==> config.mk <==
export PLATFORM = sky130hd
export DESIGN_NAME = icm_i2c_ctrl
export DESIGN_NICKNAME = d
export VERILOG_FILES = /design/src/icm_pkg.sv /design/src/icm_byte_engine.sv /design/src/icm_i2c_ctrl.sv
export SDC_FILE = /design/constraint.sdc
export NUM_CORES = 1
export LEC_CHECK = 0
export BUFFER_PORTS_ARGS = -buffer_cell sky130_fd_sc_hd__buf_2
export CAP_MARGIN = 10
export CORE_MARGIN = 10
export CORE_UTILIZATION = 54
export DETAILED_ROUTE_END_ITERATION = 12
export GPL_ROUTABILITY_DRIVEN = 1
export PLACE_DENSITY = 0.84
export SYNTH_ARGS = -nofsm -noshare
export SYNTH_HDL_FRONTEND = slang
export SYNTH_SLANG_ARGS = --single-unit
==> constraint.sdc <==
create_clock -name clk_sys -period 5.7 [get_ports clk_sys]
set_clock_uncertainty 0.2 [all_clocks]
set_input_delay 0.57 -clock clk_sys [delete_from_list [all_inputs] [get_ports clk_sys]]
set_output_delay 0.57 -clock clk_sys [all_outputs]
set_load 0.1 [all_outputs]
==> src/icm_pkg.sv <==
package icm_pkg;
    // register word indices; byte address is four times the index
    localparam logic [1:0] IDX_DATA = 2'h0;
    localparam logic [1:0] IDX_CTRL = 2'h1;
    localparam logic [1:0] IDX_ISTAT = 2'h2;
    localparam logic [1:0] IDX_IMASK = 2'h3;
    // control write bit positions
    localparam int CB_ES0 = 6;
    localparam int CB_ENI = 3;
    localparam int CB_STA = 2;
    localparam int CB_STO = 1;
    localparam int CB_ACK = 0;
    // status read bit positions
    localparam int SB_PIN = 7;
    localparam int SB_LRB = 3;
    localparam int SB_INIT = 2;
    localparam int SB_FREE = 0;
    // interrupt status bit positions
    localparam int IB_BYTE = 0;
    localparam int IB_STOP = 1;
    // register pointer codes, ordered {es0, es1, es2}
    localparam logic [2:0] PTR_OWN = 3'h0;
    localparam logic [2:0] PTR_CLK = 3'h2;
    // values after reset
    localparam logic [7:0] CTRL_RST = 8'h00;
    localparam logic [7:0] CLK_SEL_RST = 8'h00;
    localparam logic [1:0] IMASK_RST = 2'h0;
    // timing: system clock period and serial rates per clock select code
    localparam int CLK_PERIOD_NS = 4;
    localparam int SCL_KHZ_0 = 100;
    localparam int SCL_KHZ_1 = 50;
    localparam int SCL_KHZ_2 = 25;
    localparam int SCL_KHZ_3 = 400;

    typedef enum logic [1:0] {
        OP_START = 2'b00,
        OP_WRITE = 2'b01,
        OP_READ = 2'b10,
        OP_STOP = 2'b11
    } icm_op_t;

    typedef enum logic [1:0] {
        ST_IDLE = 2'b00,
        ST_START = 2'b01,
        ST_BIT = 2'b10,
        ST_STOP = 2'b11
    } icm_state_t;

    // command from register side to the serial engine
    typedef struct packed {
        logic go;
        icm_op_t op;
        logic [7:0] data;
        logic ack_en;
    } icm_cmd_t;

    // result from the serial engine
    typedef struct packed {
        logic done;
        logic was_stop;
        logic [7:0] rx_data;
        logic rx_ack;
        logic bus_busy;
        logic idle;
    } icm_res_t;

    // quarter serial period in system clocks, rounded down
    function automatic logic [11:0] quarter_count(input logic [1:0] sel);
        int khz;
        unique case (sel)
            2'h0: khz = SCL_KHZ_0;
            2'h1: khz = SCL_KHZ_1;
            2'h2: khz = SCL_KHZ_2;
            default: khz = SCL_KHZ_3;
        endcase
        quarter_count = 12'(1000000 / (khz * 4 * CLK_PERIOD_NS));
    endfunction

    // pointer 1x0 reaches the bus data register
    function automatic logic is_data_ptr(input logic [2:0] ptr);
        is_data_ptr = ptr[2] && !ptr[0];
    endfunction
endpackage

==> src/icm_byte_engine.sv <==
`timescale 1ns/1ns
module icm_byte_engine (
    input wire logic clk_sys,
    input wire logic rst,
    input wire icm_pkg::icm_cmd_t cmd,
    input wire logic [1:0] rate_sel,
    output icm_pkg::icm_res_t res,
    input wire logic scl_i,
    output logic scl_o,
    output logic scl_oe,
    input wire logic sda_i,
    output logic sda_o,
    output logic sda_oe
);
    import icm_pkg::*;

    icm_state_t state_reg;
    logic [1:0] ph_reg; // quarter phase inside a bit
    logic [3:0] cnt_reg; // bit index, 8 is the ack slot
    logic [11:0] qcnt_reg;
    logic [7:0] shift_reg; // tx bits out, rx bits in
    logic rd_reg, ack_en_reg, rx_ack_reg, done_reg, was_stop_reg, busy_reg;
    logic scl_m_reg, scl_s_reg, scl_d_reg, sda_m_reg, sda_s_reg, sda_d_reg;
    logic stall, tick;

    // open drain: low is driven, high is released
    always_ff @(posedge clk_sys) begin
        scl_o <= 1'b0;
        sda_o <= 1'b0;
    end

    // two-flop synchronisers, then a delayed copy for edges
    always_ff @(posedge clk_sys) begin
        scl_m_reg <= scl_i;
        scl_s_reg <= scl_m_reg;
        scl_d_reg <= scl_s_reg;
        sda_m_reg <= sda_i;
        sda_s_reg <= sda_m_reg;
        sda_d_reg <= sda_s_reg;
    end

    // bus busy from start/stop seen on the wires
    always_ff @(posedge clk_sys) begin
        if (rst) begin
            busy_reg <= 1'b0;
        end else if (scl_s_reg && scl_d_reg && sda_d_reg && !sda_s_reg) begin
            busy_reg <= 1'b1;
        end else if (scl_s_reg && scl_d_reg && !sda_d_reg && sda_s_reg) begin
            busy_reg <= 1'b0;
        end
    end

    // a slave holding scl low freezes the quarter timer
    assign stall = !scl_oe && !scl_s_reg && state_reg != ST_IDLE;
    assign tick = qcnt_reg == 12'h000 && !stall;

    // quarter period timer
    always_ff @(posedge clk_sys) begin
        if (rst || state_reg == ST_IDLE || tick) begin
            qcnt_reg <= quarter_count(rate_sel);
        end else if (!stall) begin
            qcnt_reg <= qcnt_reg - 12'h001;
        end
    end

    // bit sequencer
    always_ff @(posedge clk_sys) begin
        if (rst) begin
            state_reg <= ST_IDLE;
            ph_reg <= 2'h0;
            cnt_reg <= 4'h0;
            shift_reg <= 8'h00;
            rd_reg <= 1'b0;
            ack_en_reg <= 1'b0;
            rx_ack_reg <= 1'b0;
            done_reg <= 1'b0;
            was_stop_reg <= 1'b0;
            scl_oe <= 1'b0;
            sda_oe <= 1'b0;
        end else begin
            done_reg <= 1'b0;
            unique case (state_reg)
                ST_IDLE: begin
                    ph_reg <= 2'h0;
                    cnt_reg <= 4'h0;
                    if (cmd.go) begin
                        was_stop_reg <= cmd.op == OP_STOP;
                        rd_reg <= cmd.op == OP_READ;
                        ack_en_reg <= cmd.ack_en;
                        shift_reg <= cmd.data;
                        unique case (cmd.op)
                            OP_START: state_reg <= ST_START;
                            OP_WRITE, OP_READ: state_reg <= ST_BIT;
                            OP_STOP: state_reg <= ST_STOP;
                        endcase
                    end
                end
                ST_START: if (tick) begin
                    ph_reg <= ph_reg + 2'h1;
                    unique case (ph_reg)
                        2'h0: sda_oe <= 1'b0; // also serves a repeated start
                        2'h1: scl_oe <= 1'b0;
                        2'h2: sda_oe <= 1'b1; // falling sda while scl high
                        2'h3: begin
                            scl_oe <= 1'b1;
                            state_reg <= ST_BIT; // address byte follows
                        end
                    endcase
                end
                ST_BIT: if (tick) begin
                    ph_reg <= ph_reg + 2'h1;
                    unique case (ph_reg)
                        2'h0: begin
                            if (cnt_reg == 4'h9) begin
                                sda_oe <= 1'b0;
                                done_reg <= 1'b1;
                                state_reg <= ST_IDLE;
                            end else if (rd_reg) begin
                                sda_oe <= cnt_reg == 4'h8 && ack_en_reg;
                            end else begin
                                sda_oe <= cnt_reg != 4'h8 && !shift_reg[7];
                            end
                        end
                        2'h1: scl_oe <= 1'b0;
                        2'h2: begin
                            if (cnt_reg == 4'h8) begin
                                rx_ack_reg <= sda_s_reg;
                            end else begin
                                shift_reg <= {shift_reg[6:0], sda_s_reg};
                            end
                        end
                        2'h3: begin
                            scl_oe <= 1'b1; // scl parks low between bytes
                            cnt_reg <= cnt_reg + 4'h1;
                        end
                    endcase
                end
                ST_STOP: if (tick) begin
                    ph_reg <= ph_reg + 2'h1;
                    unique case (ph_reg)
                        2'h0: sda_oe <= 1'b1;
                        2'h1: scl_oe <= 1'b0;
                        2'h2: sda_oe <= 1'b0; // rising sda while scl high
                        2'h3: begin
                            done_reg <= 1'b1;
                            state_reg <= ST_IDLE;
                        end
                    endcase
                end
            endcase
        end
    end

    assign res = '{done: done_reg, was_stop: was_stop_reg, rx_data: shift_reg,
        rx_ack: rx_ack_reg, bus_busy: busy_reg, idle: state_reg == ST_IDLE};
endmodule

==> src/icm_i2c_ctrl.sv <==
// Local design decisions: the AHB-Lite slave port and the register addresses.
`timescale 1ns/1ns
// What this block does
// - first data byte is address, lsb direction
// - interrupt after start, address and ack
// - interrupt after every byte on bus
// - own address accessed first; first access recorded
// - cleared ack bit withholds ack last byte
// - data read in receive starts next byte
// - select line high reaches control/status
// - pointer picks data, own address or clock
// - byte done clears pending, enabled interrupt fires
module icm_i2c_ctrl (
    input wire logic clk_sys,
    input wire logic rst,
    input wire logic hsel,
    input wire logic [31:0] haddr,
    input wire logic [1:0] htrans,
    input wire logic hwrite,
    input wire logic [2:0] hsize,
    input wire logic [31:0] hwdata,
    input wire logic hready,
    output logic hreadyout,
    output logic [31:0] hrdata,
    output logic hresp,
    input wire logic scl_i,
    output logic scl_o,
    output logic scl_oe,
    input wire logic sda_i,
    output logic sda_o,
    output logic sda_oe,
    output logic irq
);
    import icm_pkg::*;

    // bus side state
    logic pend_reg; // data phase in progress
    logic [31:0] paddr_reg;
    logic pwrite_reg;
    // registers reached by software
    logic [7:0] ctrl_reg; // last control write, holds pointer
    logic [7:0] own_addr_reg;
    logic [7:0] clk_sel_reg;
    logic [7:0] tx_reg;
    logic [7:0] rx_reg;
    logic [1:0] istat_reg;
    logic [1:0] imask_reg;
    // block state
    logic pin_reg; // high while no byte is pending service
    logic lrb_reg; // last ack bit seen on the wire
    logic dir_rx_reg; // transfer direction from address lsb
    logic active_reg; // between start and stop
    logic first_done_reg, init_ok_reg;
    icm_cmd_t cmd_reg;
    icm_res_t res;
    // decoded data phase
    logic addr_ok, wr_ev, rd_ev, data_ptr;
    logic [1:0] idx;
    logic [2:0] ptr;
    logic [7:0] wdat, status_vec, rd_val;
    logic [1:0] ist_set, ist_clr;
    logic accept;

    assign accept = hsel && htrans[1] && hready;
    assign idx = paddr_reg[3:2];
    assign addr_ok = paddr_reg[31:4] == 28'h0000000;
    assign wr_ev = pend_reg && pwrite_reg && addr_ok;
    assign rd_ev = pend_reg && !pwrite_reg && addr_ok;
    assign wdat = hwdata[7:0];
    assign ptr = ctrl_reg[CB_ES0 -: 3];
    assign data_ptr = is_data_ptr(ptr);

    // ahb-lite slave: one wait state so read data comes from a flop
    always_ff @(posedge clk_sys) begin
        if (rst) begin
            pend_reg <= 1'b0;
            hreadyout <= 1'b1;
            hrdata <= 32'h00000000;
            hresp <= 1'b0;
            paddr_reg <= 32'h00000000;
            pwrite_reg <= 1'b0;
        end else if (pend_reg) begin
            pend_reg <= 1'b0;
            hreadyout <= 1'b1;
            hrdata <= pwrite_reg ? 32'h00000000 : {24'h000000, rd_val};
        end else if (accept) begin
            pend_reg <= 1'b1;
            hreadyout <= 1'b0;
            paddr_reg <= haddr;
            pwrite_reg <= hwrite;
        end
    end

    // status byte as software sees it
    always_comb begin
        status_vec = 8'h00;
        status_vec[SB_PIN] = pin_reg;
        status_vec[SB_LRB] = lrb_reg;
        status_vec[SB_INIT] = init_ok_reg;
        status_vec[SB_FREE] = !res.bus_busy;
    end

    // read mux; unmapped addresses read zero
    always_comb begin
        rd_val = 8'h00;
        if (addr_ok) begin
            unique case (idx)
                IDX_DATA: begin
                    if (data_ptr) begin
                        rd_val = rx_reg;
                    end else if (ptr == PTR_OWN) begin
                        rd_val = own_addr_reg;
                    end else if (ptr == PTR_CLK) begin
                        rd_val = clk_sel_reg;
                    end
                end
                IDX_CTRL: rd_val = status_vec;
                IDX_ISTAT: rd_val = {6'h00, istat_reg};
                IDX_IMASK: rd_val = {6'h00, imask_reg};
            endcase
        end
    end

    // register writes from the data phase
    always_ff @(posedge clk_sys) begin
        if (rst) begin
            ctrl_reg <= CTRL_RST;
            own_addr_reg <= 8'h00;
            clk_sel_reg <= CLK_SEL_RST;
            tx_reg <= 8'h00;
            imask_reg <= IMASK_RST;
        end else if (wr_ev) begin
            unique case (idx)
                IDX_CTRL: ctrl_reg <= wdat;
                IDX_DATA: begin
                    if (data_ptr) begin
                        tx_reg <= wdat;
                    end else if (ptr == PTR_OWN) begin
                        own_addr_reg <= wdat;
                    end else if (ptr == PTR_CLK) begin
                        clk_sel_reg <= wdat;
                    end
                end
                IDX_IMASK: imask_reg <= wdat[1:0];
                IDX_ISTAT: ;
            endcase
        end
    end

    // first data-side access after reset tells whether init order held
    always_ff @(posedge clk_sys) begin
        if (rst) begin
            first_done_reg <= 1'b0;
            init_ok_reg <= 1'b0;
        end else if ((wr_ev || rd_ev) && idx == IDX_DATA && !first_done_reg) begin
            first_done_reg <= 1'b1;
            init_ok_reg <= pwrite_reg && ptr == PTR_OWN;
        end
    end

    // commands to the serial engine; ignored while it is busy
    always_ff @(posedge clk_sys) begin
        if (rst) begin
            cmd_reg <= '{go: 1'b0, op: OP_START, data: 8'h00, ack_en: 1'b0};
            dir_rx_reg <= 1'b0;
            active_reg <= 1'b0;
        end else begin
            cmd_reg.go <= 1'b0;
            if (wr_ev && idx == IDX_CTRL && res.idle && wdat[CB_STA]) begin
                cmd_reg <= '{go: 1'b1, op: OP_START, data: tx_reg, ack_en: 1'b0};
                dir_rx_reg <= tx_reg[0];
                active_reg <= 1'b1;
            end else if (wr_ev && idx == IDX_CTRL && res.idle && wdat[CB_STO]) begin
                cmd_reg <= '{go: 1'b1, op: OP_STOP, data: 8'h00, ack_en: 1'b0};
                active_reg <= 1'b0;
            end else if (wr_ev && idx == IDX_DATA && data_ptr && active_reg && !dir_rx_reg
                    && res.idle) begin
                cmd_reg <= '{go: 1'b1, op: OP_WRITE, data: wdat, ack_en: 1'b0};
            end else if (rd_ev && idx == IDX_DATA && data_ptr && active_reg && dir_rx_reg
                    && res.idle) begin
                // reading the byte starts clocking of the next one
                cmd_reg <= '{go: 1'b1, op: OP_READ, data: 8'h00,
                    ack_en: ctrl_reg[CB_ACK]};
            end
        end
    end

    // pending flag, received byte and ack bit
    always_ff @(posedge clk_sys) begin
        if (rst) begin
            pin_reg <= 1'b1;
            rx_reg <= 8'h00;
            lrb_reg <= 1'b0;
        end else if (res.done && !res.was_stop) begin
            pin_reg <= 1'b0;
            rx_reg <= res.rx_data;
            lrb_reg <= res.rx_ack;
        end else if (cmd_reg.go) begin
            pin_reg <= 1'b1;
        end
    end

    // sticky events, write one to clear; a new event beats the clear
    assign ist_set = {res.done && res.was_stop, res.done && !res.was_stop && ctrl_reg[CB_ENI]};
    assign ist_clr = (wr_ev && idx == IDX_ISTAT) ? wdat[1:0] : 2'h0;

    always_ff @(posedge clk_sys) begin
        if (rst) begin
            istat_reg <= 2'h0;
            irq <= 1'b0;
        end else begin
            istat_reg <= (istat_reg & ~ist_clr) | ist_set;
            irq <= |(istat_reg & imask_reg);
        end
    end

    icm_byte_engine u_engine (
        .clk_sys(clk_sys),
        .rst(rst),
        .cmd(cmd_reg),
        .rate_sel(clk_sel_reg[1:0]),
        .res(res),
        .scl_i(scl_i),
        .scl_o(scl_o),
        .scl_oe(scl_oe),
        .sda_i(sda_i),
        .sda_o(sda_o),
        .sda_oe(sda_oe)
    );
endmodule

==> reports/results.tsv, run 1 <==
metric	value	unit
overflow	0	
diodes	0	
hold_violations	0	
cp.arrival	5.37	ns
tightest_slew	1.13	ns
largest_reg_flops	30	
intPower	1.77	mW
grtUsageMet1	27.0	%
min_period	5.40	ns
layout.cells.most_common	nand2_1	
cts_made_buffers	17	
clk-insertion-delay-late	0.42	ns
crit_path_cell_trace	ha_1 -> inv_2 -> o21ai_4 -> ha_1 -> and3_4 -> a2111oi_4 -> o31a_2 -> and2_4 -> nor2_1 -> a21oi_2 -> ha_1 -> and2_4 -> a21o_1 -> a221oi_2 -> a311o_1 -> nand4_4 -> mux2i_1 -> ha_1 -> a21oi_1 -> nor2_1 -> a2111o_1 -> o21ai_0 -> nor4b_2 -> a31oi_1	
cts_tree	built	
synthTopCellsByArea	dfxtp_1 28%, nand2_1 8.2%, a21oi_1 7.5%	
synth_area_per_cell	7.87	µm²
pre_cts_ws	-0.0411	ns
core.rowCount	47	
clkSlewWorstSetupHoldPaths	0.06	ns
hold_path_class	input pin to flop	
worstPathRequired	5.67	ns
drive_gt1_share	14.2	%
ys.flop_type	dfxtp_1	
gr-usage-met3	3.55	%
crit_top_cell	ha_1	
whs	0.0497	ns
end_kind	flop	
fin_cells	1457	
io_pins	115	
cpMaxStageDelayCell	a2111oi_4	
via_count	9128	
power_frac_clock	45.4	%
dieArea	0.0229	mm²
switchingPower	0.692	mW
clockBufferDepth	2	
synthCells	1185	
portBuffers	57	
final_cell_mix	204 x nand2_1, 138 x a21oi_1, 129 x dfxtp_1	
seq_area_frac_synth	32.0	%
synth_edf_count	12	
viasPerCell	6.26	
dpl_cell_area	0.00969	mm²
max_stage_delay	0.40	ns
grt_max_degree	92	
status	complete, no violations	
fp.dieW	151	µm
synth_top_area_share	28.1	%
pwr-share-seq	43.5	%
synth_warnings	0	
max_slew_margin	24.9	%
max_clock_freq	185	MHz
synth_top_cell_by_area	dfxtp_1	
clock_sinks	143	
critPathKind	flop to flop	
drcViolationCount	0	
rr_worst_depth	24	
power_leakage	3.95	nW
wl_per_cell	17.9	µm
antenna_found_initial	0	
vdd_ir_drop_max	0.000345	V
core	0.0168	mm²
power.total	2.46	mW
initial_core_util	55.7	%
die_h	151	µm
maxSlewViolCount	0	
grt_pass1_vias	8695	
final_area	0.0104	mm²
critPathMaxFanout	7	
synthDistinctLibCells	107	
layout_setup_ws	0.300	ns
synthArstFlopShare	0	%
pwr_density_cell	237	mW/mm²
gp_congestion	0.983	
top_usage_layer	met2	
setup_viol_count_final	0	
synth_seq_cells	143	
drt_iter0_drc	917	
htreeDepth	4	
critPathLaunchType	flop	
drtPass1Iterations	7	
grt_pass1_wl	42500	µm
swShare	28.1	%
combPwrFrac	11.1	%
fillerInstances	1420	
reg2reg_from	clk_sel_reg[0]	
r2r_end	u_engine.qcnt_reg[5]	
ant_nets	0	
drt-total-wl	26000	µm
final_nets	1341	
holdBufCountCts	0	
cp-endpoint	u_engine.qcnt_reg[5]	
use_met2	37.9	%
max_cap_viol_count	0	
root_buffer	clkbuf_16	
area_delta_synth_final	11.4	%
dp.cells	1418	
timing.final.crit_share	94.7	%
r2r_slack	0.30	ns
dp_hpwl	17900	µm
grt_usage	22.3	%
crit_path_start	clk_sel_reg[0]	
synthesis.area	0.00933	mm²
stage by stage:
step / utilization, % / setup TNS [ns]
after global placement: 57.8 / 0
final: 62.0 / 0
after detailed placement: 57.8 / -0.0411
after floorplan: - / 0
after CTS: 61.4 / 0
after global routing: 62.0 / -0.0173
worst min path at each step:
stage,from,end,depth (start not counted)
floorplan,u_engine.scl_m_reg,u_engine.scl_s_reg,0
global placement,u_engine.sda_m_reg,u_engine.sda_s_reg,0
detailed placement,u_engine.sda_m_reg,u_engine.sda_s_reg,0
CTS,sda_i,u_engine.sda_m_reg,1
global route,scl_i,u_engine.scl_m_reg,1
finish,scl_i,u_engine.scl_m_reg,1
metal layers:
layer / wire [µm] / up-vias
met5: 0 / -
met4: 870 / 0
met3: 1870 / 90
met2: 12800 / 441
met1: 10500 / 4270
li1: - / 4327
power groups by stage:
stage	Sequential (mW)	Combinational (mW)	Clock (mW)
finish	1.07	0.274	1.12
global route	1.07	0.297	1.17
CTS	1.07	0.272	1.13
detailed placement	1.09	0.269	0
global placement	1.09	0.266	0
floorplan	1.10	0.213	0
worst max-delay path: cells and delay by family (launching register included):
family / cells / cell delay [ns]
compound gates: 11 / 2.14
fa+ha+maj: 4 / 1.06
buf+inv: 1 / 0.08
flops: 1 / 0.38
mux: 1 / 0.20
simple gates: 7 / 1.10
final cells by class:
class	instances	area, µm²	share of cell area [%]
Inverter	27	103	0.987
Timing Repair Buffer	83	480	4.62
Clock buffer	17	425	4.09
Tap cell	220	275	2.65
Sequential cell	143	2990	28.8
Multi-Input combinational cell	952	5950	57.2
Clock inverter	15	174	1.67
cells by family (layout without fill, tap and decap cells):
group           Yosys count  in the layout  synth area share, %
compound gates          338            338                 24.4
xor+xnor                 17             17                 1.60
fa+ha+maj                42             42                 5.62
buf+inv                 118            142                 6.13
flops                   143            143                 32.0
mux                      51             51                 5.71
other cells               1             29               0.0402
simple gates            475            475                 24.6
repair_timing:
item	4_1_cts	5_1_grt
gates resized for setup	2	15
setup buffers	0	6
endpoints found under the setup margin	1	1
pin swaps	1	4
Yosys cell counts (8+ instances only):
master	number
nand4_1	17
ha_1	41
edfxtp_1	12
dfxtp_1	131
nor3_1	29
a31oi_1	18
and3_1	13
o21a_1	9
nand3_1	24
xnor2_1	11
inv_1	25
nand2_1	204
clkbuf_1	45
a22oi_1	9
a22o_1	8
nor4_1	16
and2_1	12
mux2i_1	43
buf_4	31
nor2_1	99
a21oi_1	139
a211oi_1	17
o21ai_0	38
Note: power is estimated with default switching activity, not from simulation.
==> run 2, diff against run 1 <==
Settings changed: CORE_UTILIZATION 54 to 45, PLACE_DENSITY 0.84 to 0.73.
==> run 2 against run 1 <==
- sequential power hardly changed
- routed wire length is 3.1% lower
- design area is 0.38% higher
- power is 1.2% lower
- final cell count is 3.4% higher
- fmax is 0.91% lower
- global-route usage is 4.1 points lower
- core utilization is 11 points lower
- non-clock buffer count is 1 lower
- count of clock-buffer cells in the layout stayed put
- hold slack worse by 0.0057 ns
- critical path type unchanged
==> reports/results.tsv, run 2 (synthesis gave the netlist of run 1 again) <==
metric	value	unit	change
initial_core_util	46.0	%	-9.7 points
setup_viol_count_final	0		unchanged
min_path_cells	1		unchanged
drt-total-wl	25200	µm	-3.1%
fin_tns_setup	0	ns	unchanged
switchingPower	0.727	mW	+5.1%
ant_nets	0		unchanged
clk-insertion-delay-late	0.42	ns	about the same
critPathKind	flop to flop		
max_clock_freq	184	MHz	-0.91%
overflow	0		unchanged
use_met2	30.4	%	-7.6 points
fin_cells	1506		+3.4%
area_delta_synth_final	11.8	%	
cts_tree	built		
via_count	8932		-2.1%
intPower	1.70	mW	-3.7%
top_usage_layer	met2		
grt_pass1_vias	8367		-3.8%
end_kind	flop		
pwr_density_cell	233	mW/mm²	-1.6%
root_buffer	clkbuf_16		
critPathMaxFanout	7		unchanged
viasPerCell	5.93		-5.3%
whs	0.0440	ns	-0.00572 ns
critPathLaunchType	flop		
hold_violations	0		unchanged
vdd_ir_drop_max	0.000206	V	-40%
final_cell_mix	204 x nand2_1, 138 x a21oi_1, 129 x dfxtp_1		
worstPathRequired	5.67	ns	about the same
clock_sinks	143		unchanged
core.rowCount	52		+11%
core	0.0203	mm²	+21%
maxSlewViolCount	0		unchanged
power_leakage	3.95	nW	about the same
largest_reg_flops	30		unchanged
power_frac_clock	44.8	%	-0.6 points
hold_path_class	input pin to flop		
htreeDepth	4		unchanged
final_util	51.4	%	-11 points
tightest_slew	1.10	ns	-0.0278 ns
max_slew_margin	26.1	%	+1.2 points
wl_per_cell	16.7	µm	-6.3%
dieArea	0.0269	mm²	+17%
dpl_cell_area	0.00975	mm²	+0.57%
clockBufferDepth	2		unchanged
io_pins	115		unchanged
min_period	5.45	ns	+0.0496 ns
cts_made_buffers	17		unchanged
drt_iter0_drc	788		-14%
drcViolationCount	0		unchanged
cp.arrival	5.42	ns	+0.05 ns
max_cap_viol_count	0		unchanged
timing.final.crit_share	95.6	%	+0.87 points
drive_gt1_share	14.1	%	-0.15 points
gp_congestion	0.939		-4.4%
final_nets	1340		-0.075%
status	complete, no violations		
final_area	0.0104	mm²	+0.38%
rr_worst_depth	24		unchanged
dp_hpwl	18000	µm	+0.18%
dp.cells	1467		+3.5%
pwr-share-seq	44.0	%	+0.5 points
swShare	29.9	%	+1.8 points
grt_pass1_wl	41300	µm	-3.0%
combPwrFrac	11.2	%	about the same
layout.cells.most_common	nand2_1		
grt_max_degree	80		-13%
die_h	164	µm	+8.3%
gr-usage-met3	3.48	%	-0.071 points
grt_usage	18.2	%	-4.1 points
fp.dieW	164	µm	+8.3%
diodes	0		unchanged
portBuffers	57		unchanged
clkSlewWorstSetupHoldPaths	0.07	ns	about the same
grtUsageMet1	23.1	%	-3.9 points
antenna_found_initial	0		unchanged
drtPass1Iterations	6		-1
[run 2: cell types whose count changed in the layout (fill, tap and decap cells not counted), sizes merged]
| cell | delta |
|---|---|
| inv | +5 |
| clkinv | -1 |
| buf | -1 |
| clkinvlp | -2 |
| bufinv | -2 |
[run 2: per-stage QoR]
| stage | setup WS (ns) | power, mW |
|---|---|---|
| 2_1_floorplan | 0.0114 | 1.32 |
| 5_1_grt | -0.00479 | 2.53 |
| 3_3_place_gp | 0.152 | 1.36 |
| 6_report | 0.251 | 2.43 |
| 3_5_place_dp | -0.00530 | 1.36 |
| 4_1_cts | 0.00623 | 2.45 |
[run 2: metal layers]
layer  wire [µm]  vias up
met3        1710       55
met5           0        -
met1       11000     4218
li1            -     4316
met4         461        0
met2       12100      343
[run 2: final cells by class]
type | count | area [µm²]
Clock buffer | 17 | 425
Timing Repair Buffer | 82 | 473
Multi-Input combinational cell | 952 | 5940
Inverter | 27 | 103
Clock inverter | 15 | 164
Sequential cell | 143 | 2990
Fill cell | 1974 | 9870
Tap cell | 270 | 338
[run 2: power by group through the flow]
| stage | Clock (mW) | Sequential, mW | Combinational [mW] |
|---|---|---|---|
| finish | 1.09 | 1.07 | 0.273 |
| global route | 1.15 | 1.07 | 0.298 |
| detailed placement | 0 | 1.09 | 0.272 |
| global placement | 0 | 1.09 | 0.268 |
| floorplan | 0 | 1.10 | 0.213 |
| CTS | 1.11 | 1.07 | 0.273 |
[run 2: what timing repair did]
action                                  CTS  global route
resized for setup                         1            14
setup buffers                             0             6
endpoints found under the setup margin    1             1
pin swaps                                 0             4
hold buffers                              0             0
[run 2: worst paths after layout]
check                      from                    to  slack (ns)
max              clk_sel_reg[0]  u_engine.qcnt_reg[5]        0.25
min                       scl_i    u_engine.scl_m_reg        0.04
max reg2reg      clk_sel_reg[0]  u_engine.qcnt_reg[5]        0.25
min reg2reg  u_engine.sda_m_reg    u_engine.sda_s_reg        0.13
[run 2: critical path: stages, from the launching register on]
cell       delay [ns]
dfxtp_2          0.37
ha_1             0.23
inv_2            0.08
o21ai_4          0.06
ha_1             0.33
and3_4           0.22
a2111oi_4        0.45
o31a_2           0.23
and2_4           0.19
nor2_1           0.06
a21oi_2          0.14
ha_1             0.26
and2_1           0.20
a21o_1           0.19
a221oi_2         0.21
a311o_1          0.24
nand4_4          0.14
mux2i_1          0.16
ha_1             0.29
a21oi_1          0.15
nor2_1           0.07
a2111o_1         0.28
o21ai_0          0.13
nor4b_2          0.22
a31oi_1          0.11
==> run 3, diff against run 2 <==
Settings changed: CTS_BUF_LIST from default to sky130_fd_sc_hd__clkbuf_4 sky130_fd_sc_hd__clkbuf_8 sky130_fd_sc_hd__clkbuf_16, MAX_ROUTING_LAYER from default to met4, SYNTH_HIERARCHICAL from default to 1.
==> run 3 against run 2 <==
- synthesized cell count increased by 0.51%
- register-to-register slack improved by 0.10 ns
- non-clock buffer count decreased by 10
- highest routed layer unchanged
- worst setup slack improved by 0.10 ns
- largest cell class unchanged
- final cell count increased by 0.13%
- synthesized area increased by 6.0%
- routed wire length increased by 6.1%
- sequential power about the same
- via count increased by 1.5%
- sequential share of layout area decreased by 1.0 points
==> reports/results.tsv, run 3 <==
metric	value	unit	change
status	complete, no violations		
post_cts_buffers	0		unchanged
gr-usage-met3	2.63	%	-0.85 points
final_nets	1331		-0.67%
critPathKind	flop to flop		
drcViolationCount	0		unchanged
clock_sinks	143		unchanged
critPathMaxFanout	7		unchanged
synthTopCellsByArea	dfxtp_1 27%, mux2i_1 6.0%, nand2_1 5.8%		
layout.cells.most_common	nand2_1		
ys.flop_type	dfxtp_1		
use_met2	30.1	%	-0.31 points
seq_area_frac_synth	30.2	%	-1.8 points
ant_nets	0		unchanged
area_delta_synth_final	9.56	%	
grtUsageMet1	23.0	%	-0.057 points
combPwrFrac	14.3	%	+3.1 points
worstPathRequired	5.77	ns	+0.10 ns
switchingPower	0.782	mW	+7.6%
synth_seq_cells	143		unchanged
grt_pass1_wl	43500	µm	+5.4%
synthDistinctLibCells	120		+12%
power_frac_clock	42.1	%	-2.7 points
synth_common_cells	153 x nand2_1, 131 x dfxtp_1, 111 x nor2_1		
io_pins	115		unchanged
max_slew_margin	18.7	%	-7.4 points
drive_gt1_share	15.1	%	+1.1 points
viasPerCell	6.01		+1.3%
clockBufferDepth	2		unchanged
max_cap_viol_count	0		unchanged
tightest_slew	1.21	ns	+0.111 ns
synth_top_area_share	26.5	%	-1.6 points
initial_core_util	45.5	%	-0.49 points
final_cell_mix	153 x nand2_1, 129 x dfxtp_1, 111 x nor2_1		
cts_made_buffers	17		unchanged
synth_warnings	6		+6
synth_area_per_cell	8.31	µm²	+5.5%
pre_cts_ws	0.0732	ns	+0.0785 ns
pwr-share-seq	43.6	%	-0.4 points
cts_tree	built		
diodes	0		unchanged
root_buffer	clkbuf_16		
hold_violations	0		unchanged
max_clock_freq	187	MHz	+2.0%
power_leakage	4.28	nW	+8.3%
via_count	9063		+1.5%
gp_congestion	0.973		+3.6%
drtPass1Iterations	5		-1
clkSlewWorstSetupHoldPaths	0.06	ns	about the same
grt_pass1_vias	8646		+3.3%
antenna_found_initial	0		unchanged
grt_max_degree	66		-18%
fillerInstances	2051		+3.9%
dp_hpwl	19300	µm	+7.6%
drt_iter0_drc	732		-7.1%
synthCells	1191		+0.51%
critPathLaunchType	flop		
largest_reg_flops	30		unchanged
timing.final.crit_share	93.8	%	-1.8 points
end_kind	flop		
setup_viol_count_final	0		unchanged
overflow	0		unchanged
htreeDepth	4		unchanged
power.total	2.52	mW	+3.8%
die_h	168	µm	+2.6%
dieArea	0.0283	mm²	+5.3%
grt_setup_unrepaired	no		
core	0.0218	mm²	+7.2%
fp.dieW	168	µm	+2.6%
dp.cells	1476		+0.61%
synthesis.area	0.00989	mm²	+6.0%
clk-insertion-delay-late	0.42	ns	about the same
layout_setup_ws	0.355	ns	+0.105 ns
fin_tns_setup	0	ns	unchanged
vdd_ir_drop_max	0.000292	V	+42%
maxSlewViolCount	0		unchanged
cp.arrival	5.42	ns	about the same
intPower	1.74	mW	+2.2%
final_util	49.8	%	-1.6 points
min_period	5.34	ns	-0.105 ns
hold_path_class	input pin to flop		
synth_top_cell_by_area	dfxtp_1		
synth_edf_count	12		unchanged
top_usage_layer	met2		
wl_per_cell	17.7	µm	+6.0%
grt_usage	18.4	%	+0.24 points
synth_most_common_cell	nand2_1		
pwr_density_cell	233	mW/mm²	about the same
core.rowCount	54		+3.8%
synthArstFlopShare	0	%	unchanged
swShare	31.0	%	+1.1 points
portBuffers	57		unchanged
fin_cells	1508		+0.13%
drt-total-wl	26700	µm	+6.1%
run 3: cell count changes after synthesis, moves of 7 or more:
| cell | before | now |
|---|---|---|
| a21oi_1 | 139 | 91 |
| mux2i_1 | 43 | 59 |
| xor2_1 | 6 | 13 |
| nand2_1 | 204 | 153 |
| nor2_1 | 99 | 111 |
| nand3_1 | 24 | 36 |
| nand2b_1 | 7 | 22 |
| nor3_1 | 29 | 20 |
run 3: power by group through the flow:
stage	Combinational (mW)	Sequential (mW)	Clock [mW]
after global placement	0.349	1.12	0
final	0.362	1.10	1.06
after detailed placement	0.357	1.12	0
after floorplan	0.297	1.12	0
after global routing	0.395	1.11	1.12
after CTS	0.358	1.10	1.08
run 3: worst paths after layout:
path | end | depth (start not counted) | start | slack, ns
setup reg to reg | u_engine/qcnt_reg[5] | 24 | clk_sel_reg[0] | 0.36
setup / recovery | u_engine/qcnt_reg[5] | 24 | clk_sel_reg[0] | 0.36
hold reg to reg | u_engine/sda_s_reg | 0 | u_engine/sda_m_reg | 0.13
hold / removal | u_engine/sda_m_reg | 1 | sda_i | 0.06
run 3: cell families (layout without fill, tap and decap cells):
logic type / after synthesis / after routing / synth area share (%)
fa+ha+maj: 40 / 40 / 5.06
compound gates: 329 / 329 / 24.9
simple gates: 468 / 468 / 24.8
buf+inv: 121 / 131 / 6.15
other cells: 2 / 29 / 0.0759
xor+xnor: 23 / 23 / 2.04
flops: 143 / 143 / 30.2
mux: 65 / 65 / 6.80
run 3: layout make-up:
class | instances | area [µm²] | share of cell area (%)
multi-input combinational | 954 | 6430 | 59.3
tap | 280 | 350 | 3.23
timing repair buffer | 72 | 400 | 3.69
clock buffer | 17 | 425 | 3.93
sequential | 143 | 2990 | 27.6
inverter | 27 | 101 | 0.935
clock inverter | 15 | 141 | 1.30
run 3: layer usage:
metal / up-vias / routed length, µm
met4: 0 / 431
li1: 4387 / -
met2: 301 / 13200
met5: - / 0
met3: 35 / 1330
met1: 4340 / 11800
run 3: what timing repair did:
item                                   in CTS  in global routing
setup endpoints to repair                   0                  1
endpoints found under the hold margin       0                  0
hold buffers                                0                  0
resized for setup                           0                  7
run 3: metrics by stage:
stage          hold slack [ns]  area [µm²]
6_report                0.0567       10800
5_1_grt                 0.0487       10800
2_1_floorplan            0.110       10000
4_1_cts                 0.0412       10800
3_3_place_gp             0.115       10200
3_5_place_dp             0.114       10200
run 3: critical path, cell delays in order (launching register included):
cell	delay (ns)
dfxtp_4	0.37
ha_1	0.21
inv_1	0.29
o21ai_4	0.10
ha_1	0.33
nand3_1	0.11
a311o_2	0.19
a21oi_4	0.07
nor2_1	0.23
a21oi_2	0.13
ha_1	0.31
nand3_1	0.11
a311o_1	0.34
o211ai_2	0.13
o21ai_1	0.11
and2_1	0.15
ha_1	0.26
a21oi_1	0.21
nor2_1	0.07
o21ai_0	0.15
or4b_1	0.47
a22oi_2	0.19
a2111oi_0	0.11
a211o_1	0.25
a21oi_2	0.12
